`config.mk`:
```
export PLATFORM = sky130hd
export DESIGN_NAME = acs_sequencer
export DESIGN_NICKNAME = d
export VERILOG_FILES = /design/src/pkg/acs_pkg.sv /design/src/hdl/acs_fifo.sv /design/src/hdl/acs_sequencer.sv
export VERILOG_INCLUDE_DIRS = /design/src /design/src/pkg
export SDC_FILE = /design/constraint.sdc
export NUM_CORES = 1
export LEC_CHECK = 0
export BUFFER_PORTS_ARGS = -buffer_cell sky130_fd_sc_hd__buf_4
export CAP_MARGIN = 0
export CORE_ASPECT_RATIO = 1.4
export CORE_UTILIZATION = 45
export CTS_CLUSTER_DIAMETER = 50
export DETAILED_ROUTE_END_ITERATION = 8
export GPL_TIMING_DRIVEN = 0
export PLACE_DENSITY = 0.68
export SYNTH_ARGS = -nofsm -noshare
export SYNTH_HDL_FRONTEND = slang
export SYNTH_SLANG_ARGS = --single-unit
export TNS_END_PERCENT = 5
```
`constraint.sdc`:
```
create_clock -name mclk -period 7.94 [get_ports mclk]
set_clock_uncertainty 0.2 [all_clocks]
set_input_delay 1.191 -clock mclk [delete_from_list [all_inputs] [get_ports mclk]]
set_output_delay 1.191 -clock mclk [all_outputs]
set_load 0.01 [all_outputs]
```
`src/pkg/acs_defs.svh`:
```
// Timing constants and fixed values for the conversion sequencer.
// Assumes a 20 MHz mclk; included by bare name.
`ifndef ACS_DEFS_SVH
`define ACS_DEFS_SVH

`define ACS_MCLK_HZ 20000000
`define ACS_OSC_HZ 1024000
`define ACS_MOD_DIV 4
// Modulator clock, 256 kHz
`define ACS_MOD_HZ (`ACS_OSC_HZ / `ACS_MOD_DIV)
// Mclk cycles per modulator period, rounded down for the enable divider
`define ACS_MOD_CYC (`ACS_MCLK_HZ / `ACS_MOD_HZ)
// Data-ready high time in modulator periods, least
`define ACS_RDY_HIGH_MOD 2
// Read-command to data-ready rising, modulator periods, typical
`define ACS_RD_DLY_MOD 2
// Start delay in tenths of an oscillator period (28.5)
`define ACS_START_DLY_TENTHS 285
// Start delay in mclk cycles, least time so rounded up; kHz keeps the product in 32 bits
`define ACS_START_CYC ((`ACS_START_DLY_TENTHS * (`ACS_MCLK_HZ / 1000) + (`ACS_OSC_HZ / 1000) * 10 - 1) / ((`ACS_OSC_HZ / 1000) * 10))
// Conversion length in modulator periods (default data rate)
`define ACS_CONV_MOD 12798
`define ACS_RES_W 16
`define ACS_FIFO_DEPTH 32
`define ACS_CMD_W 3
// Configuration byte: reset value and field positions
`define ACS_CFG_RESET 8'h00
`define ACS_CFG_MODE_BIT 1
`define ACS_CFG_GAIN_BIT 4

`endif

```
`src/pkg/acs_pkg.sv`:
```
// Types for the conversion sequencer.
// Assumes nothing beyond the defs header.
package acs_pkg;
    typedef enum logic [2:0] {
        acs_cmd_reset,
        acs_cmd_start,
        acs_cmd_powerdown,
        acs_cmd_read_result,
        acs_cmd_read_config,
        acs_cmd_write_config
    } acs_cmd_t;

    typedef enum logic {
        acs_mode_single,
        acs_mode_continuous
    } acs_mode_t;

    typedef enum logic [1:0] {
        acs_st_idle,
        acs_st_start_wait,
        acs_st_convert
    } acs_state_t;
endpackage

```
`src/hdl/acs_fifo.sv`:
```
// Synchronous FIFO with valid/ready on both sides.
// Assumes one clock and an active-low asynchronous reset.
`timescale 1ns/1ps
`default_nettype none
module acs_fifo #(
    parameter int WIDTH = 16,
    parameter int DEPTH = 32
) (
    input wire logic mclk,
    input wire logic rstn,
    input wire logic in_valid,
    output logic in_ready,
    input wire logic [WIDTH-1:0] in_data,
    output logic out_valid,
    input wire logic out_ready,
    output logic [WIDTH-1:0] out_data
);
    localparam int AW = $clog2(DEPTH);
    logic [WIDTH-1:0] mem [DEPTH];
    logic [AW-1:0] wr_ptr;
    logic [AW-1:0] rd_ptr;
    logic [AW:0] count;
    logic do_wr;
    logic do_rd;

    assign in_ready = (count != (AW+1)'(DEPTH));
    assign out_valid = (count != '0);
    assign do_wr = in_valid && in_ready;
    assign do_rd = out_valid && out_ready;
    assign out_data = mem[rd_ptr];

    always_ff @(posedge mclk) begin
        if (do_wr) begin
            mem[wr_ptr] <= in_data;
        end
    end

    always_ff @(posedge mclk or negedge rstn) begin
        if (!rstn) begin
            wr_ptr <= '0;
            rd_ptr <= '0;
            count <= '0;
        end else begin
            if (do_wr) begin
                wr_ptr <= (wr_ptr == AW'(DEPTH - 1)) ? '0 : wr_ptr + 1'b1;
            end
            if (do_rd) begin
                rd_ptr <= (rd_ptr == AW'(DEPTH - 1)) ? '0 : rd_ptr + 1'b1;
            end
            count <= count + (AW+1)'(do_wr) - (AW+1)'(do_rd);
        end
    end
endmodule
`default_nettype wire

```
`src/hdl/acs_sequencer.sv`:
```
// Conversion sequencer: modes, result buffer and data-ready output.
// Assumes an I2C command decoder on mclk that pulses cmd_valid at the
// eighth falling clock edge of the command byte, and a filter source
// delivering samples through sample_valid/sample_ready.
//
// How it works
// Hold ready high two modulator periods minimum
// Read command drives ready high after two
// One config register, six link commands
// Exactly two modes: single-shot, continuous
// Single-shot: one conversion, buffer, then idle
// Continuous: restart conversion on each completion
// Reads return whole latest result, atomic
// Result is sixteen-bit code after gain
// Gain setting selects one or four
// Modulator clock is oscillator divided by four
// Command latched at eighth falling edge
// Continuous first conversion after 28.5 oscillator periods
// Ready low when new result buffered
// Controller reads after seeing ready low
`timescale 1ns/1ps
`default_nettype none
`include "acs_defs.svh"
module acs_sequencer
    import acs_pkg::*;
#(
    parameter int CONV_MOD = `ACS_CONV_MOD
) (
    input wire logic mclk,
    input wire logic rstn,
    input wire logic cmd_valid,
    input wire logic [2:0] cmd_code,
    input wire logic [7:0] cmd_config,
    input wire logic sample_valid,
    output logic sample_ready,
    input wire logic [15:0] sample_data,
    output logic [15:0] result_data,
    output logic [7:0] config_data,
    output logic result_ready_n,
    output logic mode_continuous,
    output logic gain_four,
    output logic low_power,
    output logic converting
);
    localparam int MOD_CYC = `ACS_MOD_CYC;
    localparam int START_CYC = `ACS_START_CYC;

    // ------------------------------------------------------------
    // Command decode
    // ------------------------------------------------------------
    acs_cmd_t cmd;
    logic cmd_start;
    logic cmd_read;
    logic cmd_reset;
    logic cmd_pd;
    logic cmd_wcfg;
    assign cmd = acs_cmd_t'(cmd_code);
    // Commands arrive as pulses already latched on the eighth falling edge
    assign cmd_start = cmd_valid && (cmd == acs_cmd_start);
    assign cmd_read = cmd_valid && (cmd == acs_cmd_read_result);
    assign cmd_reset = cmd_valid && (cmd == acs_cmd_reset);
    assign cmd_pd = cmd_valid && (cmd == acs_cmd_powerdown);
    assign cmd_wcfg = cmd_valid && (cmd == acs_cmd_write_config);

    // ------------------------------------------------------------
    // Configuration register
    // ------------------------------------------------------------
    logic [7:0] config_reg;
    always_ff @(posedge mclk or negedge rstn) begin
        if (!rstn) begin
            config_reg <= `ACS_CFG_RESET;
        end else if (cmd_reset) begin
            config_reg <= `ACS_CFG_RESET;
        end else if (cmd_wcfg) begin
            config_reg <= cmd_config;
        end
    end
    assign config_data = config_reg;
    // Bit 1 picks continuous mode, bit 4 picks gain of four
    assign mode_continuous = config_reg[`ACS_CFG_MODE_BIT];
    assign gain_four = config_reg[`ACS_CFG_GAIN_BIT];

    // ------------------------------------------------------------
    // Modulator period enable
    // ------------------------------------------------------------
    logic [7:0] div_cnt;
    logic mod_tick;
    always_ff @(posedge mclk or negedge rstn) begin
        if (!rstn) begin
            div_cnt <= 8'h00;
        end else if (div_cnt == 8'(MOD_CYC - 1)) begin
            div_cnt <= 8'h00;
        end else begin
            div_cnt <= div_cnt + 8'h01;
        end
    end
    assign mod_tick = (div_cnt == 8'(MOD_CYC - 1));

    // ------------------------------------------------------------
    // Conversion state machine
    // ------------------------------------------------------------
    acs_state_t state;
    logic [15:0] tmr;
    logic conv_done;
    logic [15:0] fifo_data;
    logic fifo_valid;
    logic fifo_in_ready;

    assign conv_done = (state == acs_st_convert) && mod_tick && (tmr == 16'h0000);

    always_ff @(posedge mclk or negedge rstn) begin
        if (!rstn) begin
            state <= acs_st_idle;
            tmr <= 16'h0000;
        end else if (cmd_reset || cmd_pd) begin
            state <= acs_st_idle;
            tmr <= 16'h0000;
        end else if (cmd_start) begin
            state <= acs_st_start_wait;
            tmr <= 16'(START_CYC - 1);
        end else begin
            unique case (state)
                acs_st_idle: begin
                    tmr <= 16'h0000;
                end
                acs_st_start_wait: begin
                    if (tmr == 16'h0000) begin
                        state <= acs_st_convert;
                        tmr <= 16'(CONV_MOD - 1);
                    end else begin
                        tmr <= tmr - 16'h0001;
                    end
                end
                acs_st_convert: begin
                    if (conv_done && fifo_valid) begin
                        if (mode_continuous) begin
                            tmr <= 16'(CONV_MOD - 1);
                        end else begin
                            state <= acs_st_idle;
                        end
                    end else if (mod_tick && tmr != 16'h0000) begin
                        tmr <= tmr - 16'h0001;
                    end
                end
            endcase
        end
    end
    assign converting = (state != acs_st_idle);
    assign low_power = (state == acs_st_idle);

    // ------------------------------------------------------------
    // Sample path through the FIFO
    // ------------------------------------------------------------
    logic fifo_pop;
    assign fifo_pop = conv_done && fifo_valid;
    acs_fifo #(
        .WIDTH(`ACS_RES_W),
        .DEPTH(`ACS_FIFO_DEPTH)
    ) u_fifo (
        .mclk(mclk),
        .rstn(rstn),
        .in_valid(sample_valid),
        .in_ready(fifo_in_ready),
        .in_data(sample_data),
        .out_valid(fifo_valid),
        .out_ready(conv_done),
        .out_data(fifo_data)
    );
    assign sample_ready = fifo_in_ready;

    // Whole word copied in one edge so a read never sees a mix
    always_ff @(posedge mclk or negedge rstn) begin
        if (!rstn) begin
            result_data <= 16'h0000;
        end else if (fifo_pop) begin
            result_data <= fifo_data;
        end
    end

    // ------------------------------------------------------------
    // Data-ready output
    // ------------------------------------------------------------
    logic [1:0] rd_dly;
    logic rd_pend;
    logic [1:0] high_cnt;
    logic new_pend;
    always_ff @(posedge mclk or negedge rstn) begin
        if (!rstn) begin
            rd_pend <= 1'b0;
            rd_dly <= 2'h0;
        end else if (cmd_read) begin
            rd_pend <= 1'b1;
            rd_dly <= 2'(`ACS_RD_DLY_MOD);
        end else if (rd_pend && mod_tick) begin
            if (rd_dly == 2'h1) begin
                rd_pend <= 1'b0;
            end
            rd_dly <= rd_dly - 2'h1;
        end
    end

    always_ff @(posedge mclk or negedge rstn) begin
        if (!rstn) begin
            result_ready_n <= 1'b1;
            high_cnt <= 2'(`ACS_RDY_HIGH_MOD);
            new_pend <= 1'b0;
        end else begin
            // New result wins over a pending clear of the flag
            if (fifo_pop) begin
                new_pend <= 1'b1;
            end else if (!result_ready_n) begin
                new_pend <= 1'b0;
            end
            if (!result_ready_n) begin
                high_cnt <= 2'h0;
                if ((rd_pend && mod_tick && rd_dly == 2'h1) || fifo_pop) begin
                    result_ready_n <= 1'b1;
                end
            end else begin
                if (mod_tick && high_cnt != 2'(`ACS_RDY_HIGH_MOD)) begin
                    high_cnt <= high_cnt + 2'h1;
                end
                if ((new_pend || fifo_pop) && high_cnt == 2'(`ACS_RDY_HIGH_MOD)) begin
                    result_ready_n <= 1'b0;
                end
            end
        end
    end
endmodule
`default_nettype wire

```
After elaboration in Yosys (flattened, before gate mapping)
Memory sizes are Yosys's and may differ from the RTL's. A register that Yosys moved wholly into a read port is not among the register bits.
Cells that the tools add are included.

storage, ports and cells
  memory bits (writable) = 512
  memories = 1
  input bits = 31
  register bits = 57

memory list
  memory      words  width  rd ports  clocked after memory_dff  wr ports  line            RTL
  u_fifo.mem  32     16     1         1                         1         acs_fifo.sv:19  logic [WIDTH-1:0] mem [DEPTH];

operators by class
  add/subtract/negate cells = 8
  reduce and logical (&&, ||, !) cells = 31
  multiplexer cells = 32
  equal/unequal tests = 20

operators by type and width
  kind                     number
  $mux W16                 6
  $pmux W16 S3             1
  $mux W8                  3
  $mux W2                  9
  $logic_not A16 Y1        1
  $reduce_bool A16 Y1      1
  $sub A16 B1 Y16 const B  1
  $logic_and A1 B1 Y1      14
  $add A5 B1 Y5 const B    2
  $eq A5 B5 Y1 const B     2
  $mux W1                  10
  $mux W5                  2
  $add A8 B1 Y8 const B    1
  $eq A8 B7 Y1 const B     1
  $ne A4 B3 Y1 const B     2
  $reduce_bool A2 Y1       4
  $add A6 B1 Y6            1
  $eq A3 B2 Y1 const B     2
  $ne A6 B6 Y1 const B     1
  $reduce_bool A6 Y1       1
  $sub A6 B1 Y6            1
  $ne A5 B3 Y1 const B     1
  $ne A5 B4 Y1 const B     1
  $eq A2 B1 Y1 const B     2
  other kinds (16)         21

Logic depth before layout (Yosys ltp)
  depth after elaboration = 8
  depth in mapped cells = 16
  gate-level depth less buffers = 16

Cells and area by module
A second synthesis with hierarchy kept.

second synthesis, totals
  cells, all modules = 1300
  area, all modules = 23635.2 µm²

modules (own cells, without submodules)
  module         area each (µm²)  cells an instance  times used  seq. area each (µm²)
  acs_fifo       20606.0          989                1           15775.1
  acs_sequencer  3029.2           311                1           1428.9

Worst setup path after synthesis
Ideal clock, no wire load.

  kind = input to register
  from = in sample_valid
  to = mem u_fifo.mem[31][0], enable pin
  required time = 7352 ps
  data arrival time = 2338 ps
  setup time = 388 ps
  slack = 5013 ps
  stages = 4
  buffers on the path = 0
  cell sequence = nand2_1 clkinv_1 nand2_1 nor2_1

between the ends
  longest elaborated chain between the ends = 3

ends and longest elaborated chain
  element                        line                 RTL
  start, declared                acs_sequencer.sv:34  input wire logic sample_valid,
  $logic_and A1 B1 Y1            acs_fifo.sv:28       assign do_wr = in_valid && in_ready;
  net u_fifo.do_wr               acs_fifo.sv:23       logic do_wr;
  $mux W1                        acs_fifo.sv:33       if (do_wr) begin
  $mux W1 (not written as such)  acs_fifo.sv:34       mem[wr_ptr] <= in_data;
  end, declared                  acs_fifo.sv:19

The timed path passes the listed nets, and every way through them passes these cells.

Worst setup path in the final report
  from = reg div_cnt[1]
  to = reg u_fifo.count[4]

between the ends
  longest elaborated chain between the ends = 5

ends and longest elaborated chain
  element                            line                  RTL
  start, declared                    acs_sequencer.sv:86   logic [7:0] div_cnt;
  start signal, assigned             acs_sequencer.sv:94   div_cnt <= div_cnt + 8'h01;
  $eq A8 B7 Y1                       acs_sequencer.sv:97   assign mod_tick = (div_cnt == 8'(MOD_CYC - 1));
  $logic_and A1 B1 Y1 (2 in series)  acs_sequencer.sv:109  assign conv_done = (state == acs_st_convert) && mod_tick && (tmr == 16'h0000);
  $logic_and A1 B1 Y1                n/a
  net fifo_pop                       acs_sequencer.sv:154  logic fifo_pop;
  $sub A6 B1 Y6                      acs_fifo.sv:50        count <= count + (AW+1)'(do_wr) - (AW+1)'(do_rd);
  end signal, assigned               acs_fifo.sv:50
  end, declared                      acs_fifo.sv:22        logic [AW:0] count;

The timed path passes the listed nets, and every way through them passes these cells.
A chain may end at the register's enable or synchronous reset.

==> flow_metrics.py <==
metrics = {
    "timing": {
        "rsz0062_at_grt": "false",
        "fin_hold_ws_ns": 0.2733,
        "finalSetupViolCount": 0,
        "max_freq_mhz": 307.3,
        "finalHoldViolCount": 0,
        "slew_headroom_pct": 34.02,
        "fin_crit_sh_pct": 40.99,
        "setup_tns_ns": 0,
        "worst_slew_pin_slew_ns": 0.9897,
        "drv_slew": 0,
        "fin_crit_ns": 3.254,
    },
    "clock_tree": {
        "ctsHoldBuffers": 0,
        "htreeDepth": 2,
        "clock_tree.buffer_depth": 3,
        "clock-sinks": 585,
        "numCtsBuffers": 54,
        "worstSkewPairLatency_ns": 0.61,
        "cts_resized": 0,
        "clk_pin_slew_ns": 0.07,
        "cts_root_buf": "clkbuf_16",
        "post_cts_buffers": 0,
        "cts_tree": "done",
    },
    "synth": {
        "synth_cell_types": 73,
        "netlist_top_cells_count": "512 x edfxtp_1, 128 x mux4_2, 76 x nand2_1",
        "syn_area_per_cell_um2": 18.82,
        "ys_async_sr_fraction_pct": 12.48,
        "synth_area_leader_cell": "edfxtp_1",
        "synth.top_cell.area_share_pct": 65.82,
        "synth.yosys.seq_area_share_pct": 73.66,
        "synth_cells": 1241,
        "yosysMostFrequentCell": "edfxtp_1",
        "synth-edff-count": 512,
        "ys_ff_latch": 585,
        "yosys_warnings": 0,
        "synth_nets": 1298,
        "syn_area_um2": 23360,
        "synth_top_flop_cell": "edfxtp_1",
        "synthTopCellsByArea": "edfxtp_1 66%, mux4_2 12%, dfrtp_1 7.6%",
    },
    "route": {
        "drc": 0,
        "num_vias": 12210,
        "routed_wl_um": 52750,
        "postRouteAntennaNets": 0,
        "drt_iter0_drc": 1006,
        "firstDrtPassIters": 6,
        "wl_per_cell_um": 25.41,
        "routed_via_density": 5.880,
    },
    "placement": {
        "hpwl_um": 35390,
        "io_buffers": 60,
        "routabilityCongestion": 0.8894,
        "dpl_cell_area_um2": 25170,
    },
    "pwr": {
        "power_leakage_nw": 8.960,
        "ir_drop_uv": 165.0,
        "powerDensity_nw_per_um2": 267.5,
    },
    "floorplanning": {
        "num_rows": 98,
        "io_pins": 61,
        "die-area_um2": 52830,
        "start_util_pct": 45.68,
        "fp.dieH_um": 271.6,
        "core_um2": 51130,
        "die_w_um": 194.6,
    },
    "setup_path": {
        "crit_chain": "inv_1 -> ha_1 -> nand3b_1 -> nor4_4 -> and3_1 -> and2b_2 -> ha_1 -> inv_1 -> ha_1 -> inv_1 -> fa_1 -> inv_1 -> a21oi_1 -> nor2_1 -> nor2_1 -> xnor2_1",
        "worstReg2RegStart": "div_cnt[1]",
        "crit_type": "register to register",
        "crit_fanout": 4,
        "max_stage_delay_ns": 0.43,
        "cp-startpoint": "div_cnt[1]",
        "crit_cells": 16,
        "cp_slowest_cell": "fa_1",
        "end_kind": "register",
        "crit_arrival_ns": 3.54,
        "path_buf_inv": 4,
        "cpMostUsedCell": "inv_1",
        "cp.required_ns": 8.23,
        "reg2reg_depth": 16,
        "start_kind": "register",
        "critPathTopFamily": "simple AND/OR/NAND/NOR gates",
    },
    "global_routing": {
        "grt_use_total_pct": 20.47,
        "grt-ovfl-total": 0,
        "grt_pass1_vias": 12600,
        "antenna_found_initial": 3,
        "grt_max_degree": 74,
        "grt_pass1_wl_um": 79520,
    },
    "worst_hold_path": {
        "hold_depth": 1,
        "hold_path.startpoint": "div_cnt[7]",
        "hold_path.class": "register to register",
    },
    "layout": {
        "syn2layout_area_growth_pct": 14.99,
        "fill_cells": 3912,
        "final_nets": 1441,
        "drive_above_1_share_pct": 26.86,
        "antenna_cells": 0,
        "design_area_um2": 26860,
    },
    "job": {
        "cap_violations": 0,
    },
    "status": {
        "status": "finished, final reports clean",
    },
}
## worst paths after layout
check                                  end  slack [ns]
max in group asynchronous       div_cnt[0]        6.34
setup reg to reg           u_fifo.count[4]        4.69
min in group asynchronous           tmr[5]        0.52
hold reg to reg                 div_cnt[7]        0.27
setup / recovery           u_fifo.count[4]        4.69
hold / removal                  div_cnt[7]        0.27
## placed cells by master, fill, tap and decap left out, types with 4 or more instances in the layout
master        n
nor2_1       24
clkbuf_16    54
or3b_2        4
clkinv_1     15
nand2_1      76
dfrtp_1      71
buf_2        15
o21ai_1      16
clkbuf_1     31
o22ai_1      60
and2_1        5
edfxtp_1    512
xor2_1        8
nand3_1      15
buf_16        6
o21ai_0      31
a22o_1       16
buf_6        10
nor3_1        7
and3_1        4
inv_1        33
mux4_2      128
buf_8        19
a21oi_1      10
clkinv_2      6
ha_1         25
or4_1        17
buf_4        69
nor2_2       32
a31oi_1       6
or3_1         8
xnor2_1       6
nand3b_1      9
o31ai_1       4
clkinvlp_4    4
## state kept, by name (all words and copies together), names as in the netlist, 2 cells and up
signal	count
u_fifo.mem	512
config_data	8
u_fifo.wr_ptr	5
div_cnt	8
rd_dly	2
result_data	16
tmr	16
u_fifo.count	6
high_cnt	2
u_fifo.rd_ptr	5
state	2
## report_power, final
part,internal [mW],total (mW),switching [mW]
sequential,3.55,3.65,0.101
clock,1.36,2.49,1.13
combinational,0.410,1.04,0.633
total,5.32,7.18,1.86
## worst reg2reg max path, cell delays in order, from the launching register on
cell,delay (ns)
dfrtp_1,0.41
inv_1,0.07
ha_1,0.13
nand3b_1,0.13
nor4_4,0.42
and3_1,0.32
and2b_2,0.16
ha_1,0.22
inv_1,0.06
ha_1,0.15
inv_1,0.06
fa_1,0.43
inv_1,0.07
a21oi_1,0.06
nor2_1,0.08
nor2_1,0.06
xnor2_1,0.11
## logic make-up after synthesis
kind of cell	count (synthesis)	share of synthesized area, %
flops	585	73.66
mux	130	12.43
simple gates	227	5.180
fa+ha+maj	26	1.425
xor+xnor	14	0.5250
buf+inv	93	2.234
compound gates	166	4.553
## metrics by stage
stage / power, mW / util [%] / instances / setup WS [ns]
detailed placement: 4.754 / 49.22 / 1978 / 4.334
finish: 7.184 / 52.53 / 2076 / 4.686
global placement: 4.671 / 48.15 / 1951 / 3.890
global route: 7.464 / 52.53 / 2076 / 4.440
CTS: 7.220 / 52.53 / 2076 / 4.628
floorplan: 4.387 / - / 1241 / 5.013
## area by class of cell
class / count / area [µm²] / share of cell area [%]
clock inverters: 35 / 307.8 / 1.146
multi-input cells: 563 / 5712 / 21.27
flip-flops and latches: 585 / 17200 / 64.05
plain buffers: 59 / 394.1 / 1.467
inverters: 34 / 127.6 / 0.4751
clock buffers: 63 / 1385 / 5.157
well taps: 650 / 813.3 / 3.028
repair buffers: 87 / 915.9 / 3.410
## metal layers
metal  up-vias  global-route usage [%]  wire [µm]
met5         -                       0         23
met4         4                   7.874       1840
met3       101                   2.534       2856
met2       441                   36.46      27780
met1      6370                   25.46      20250
li1       5290                       -          -
(Power assumes the default switching activity.)
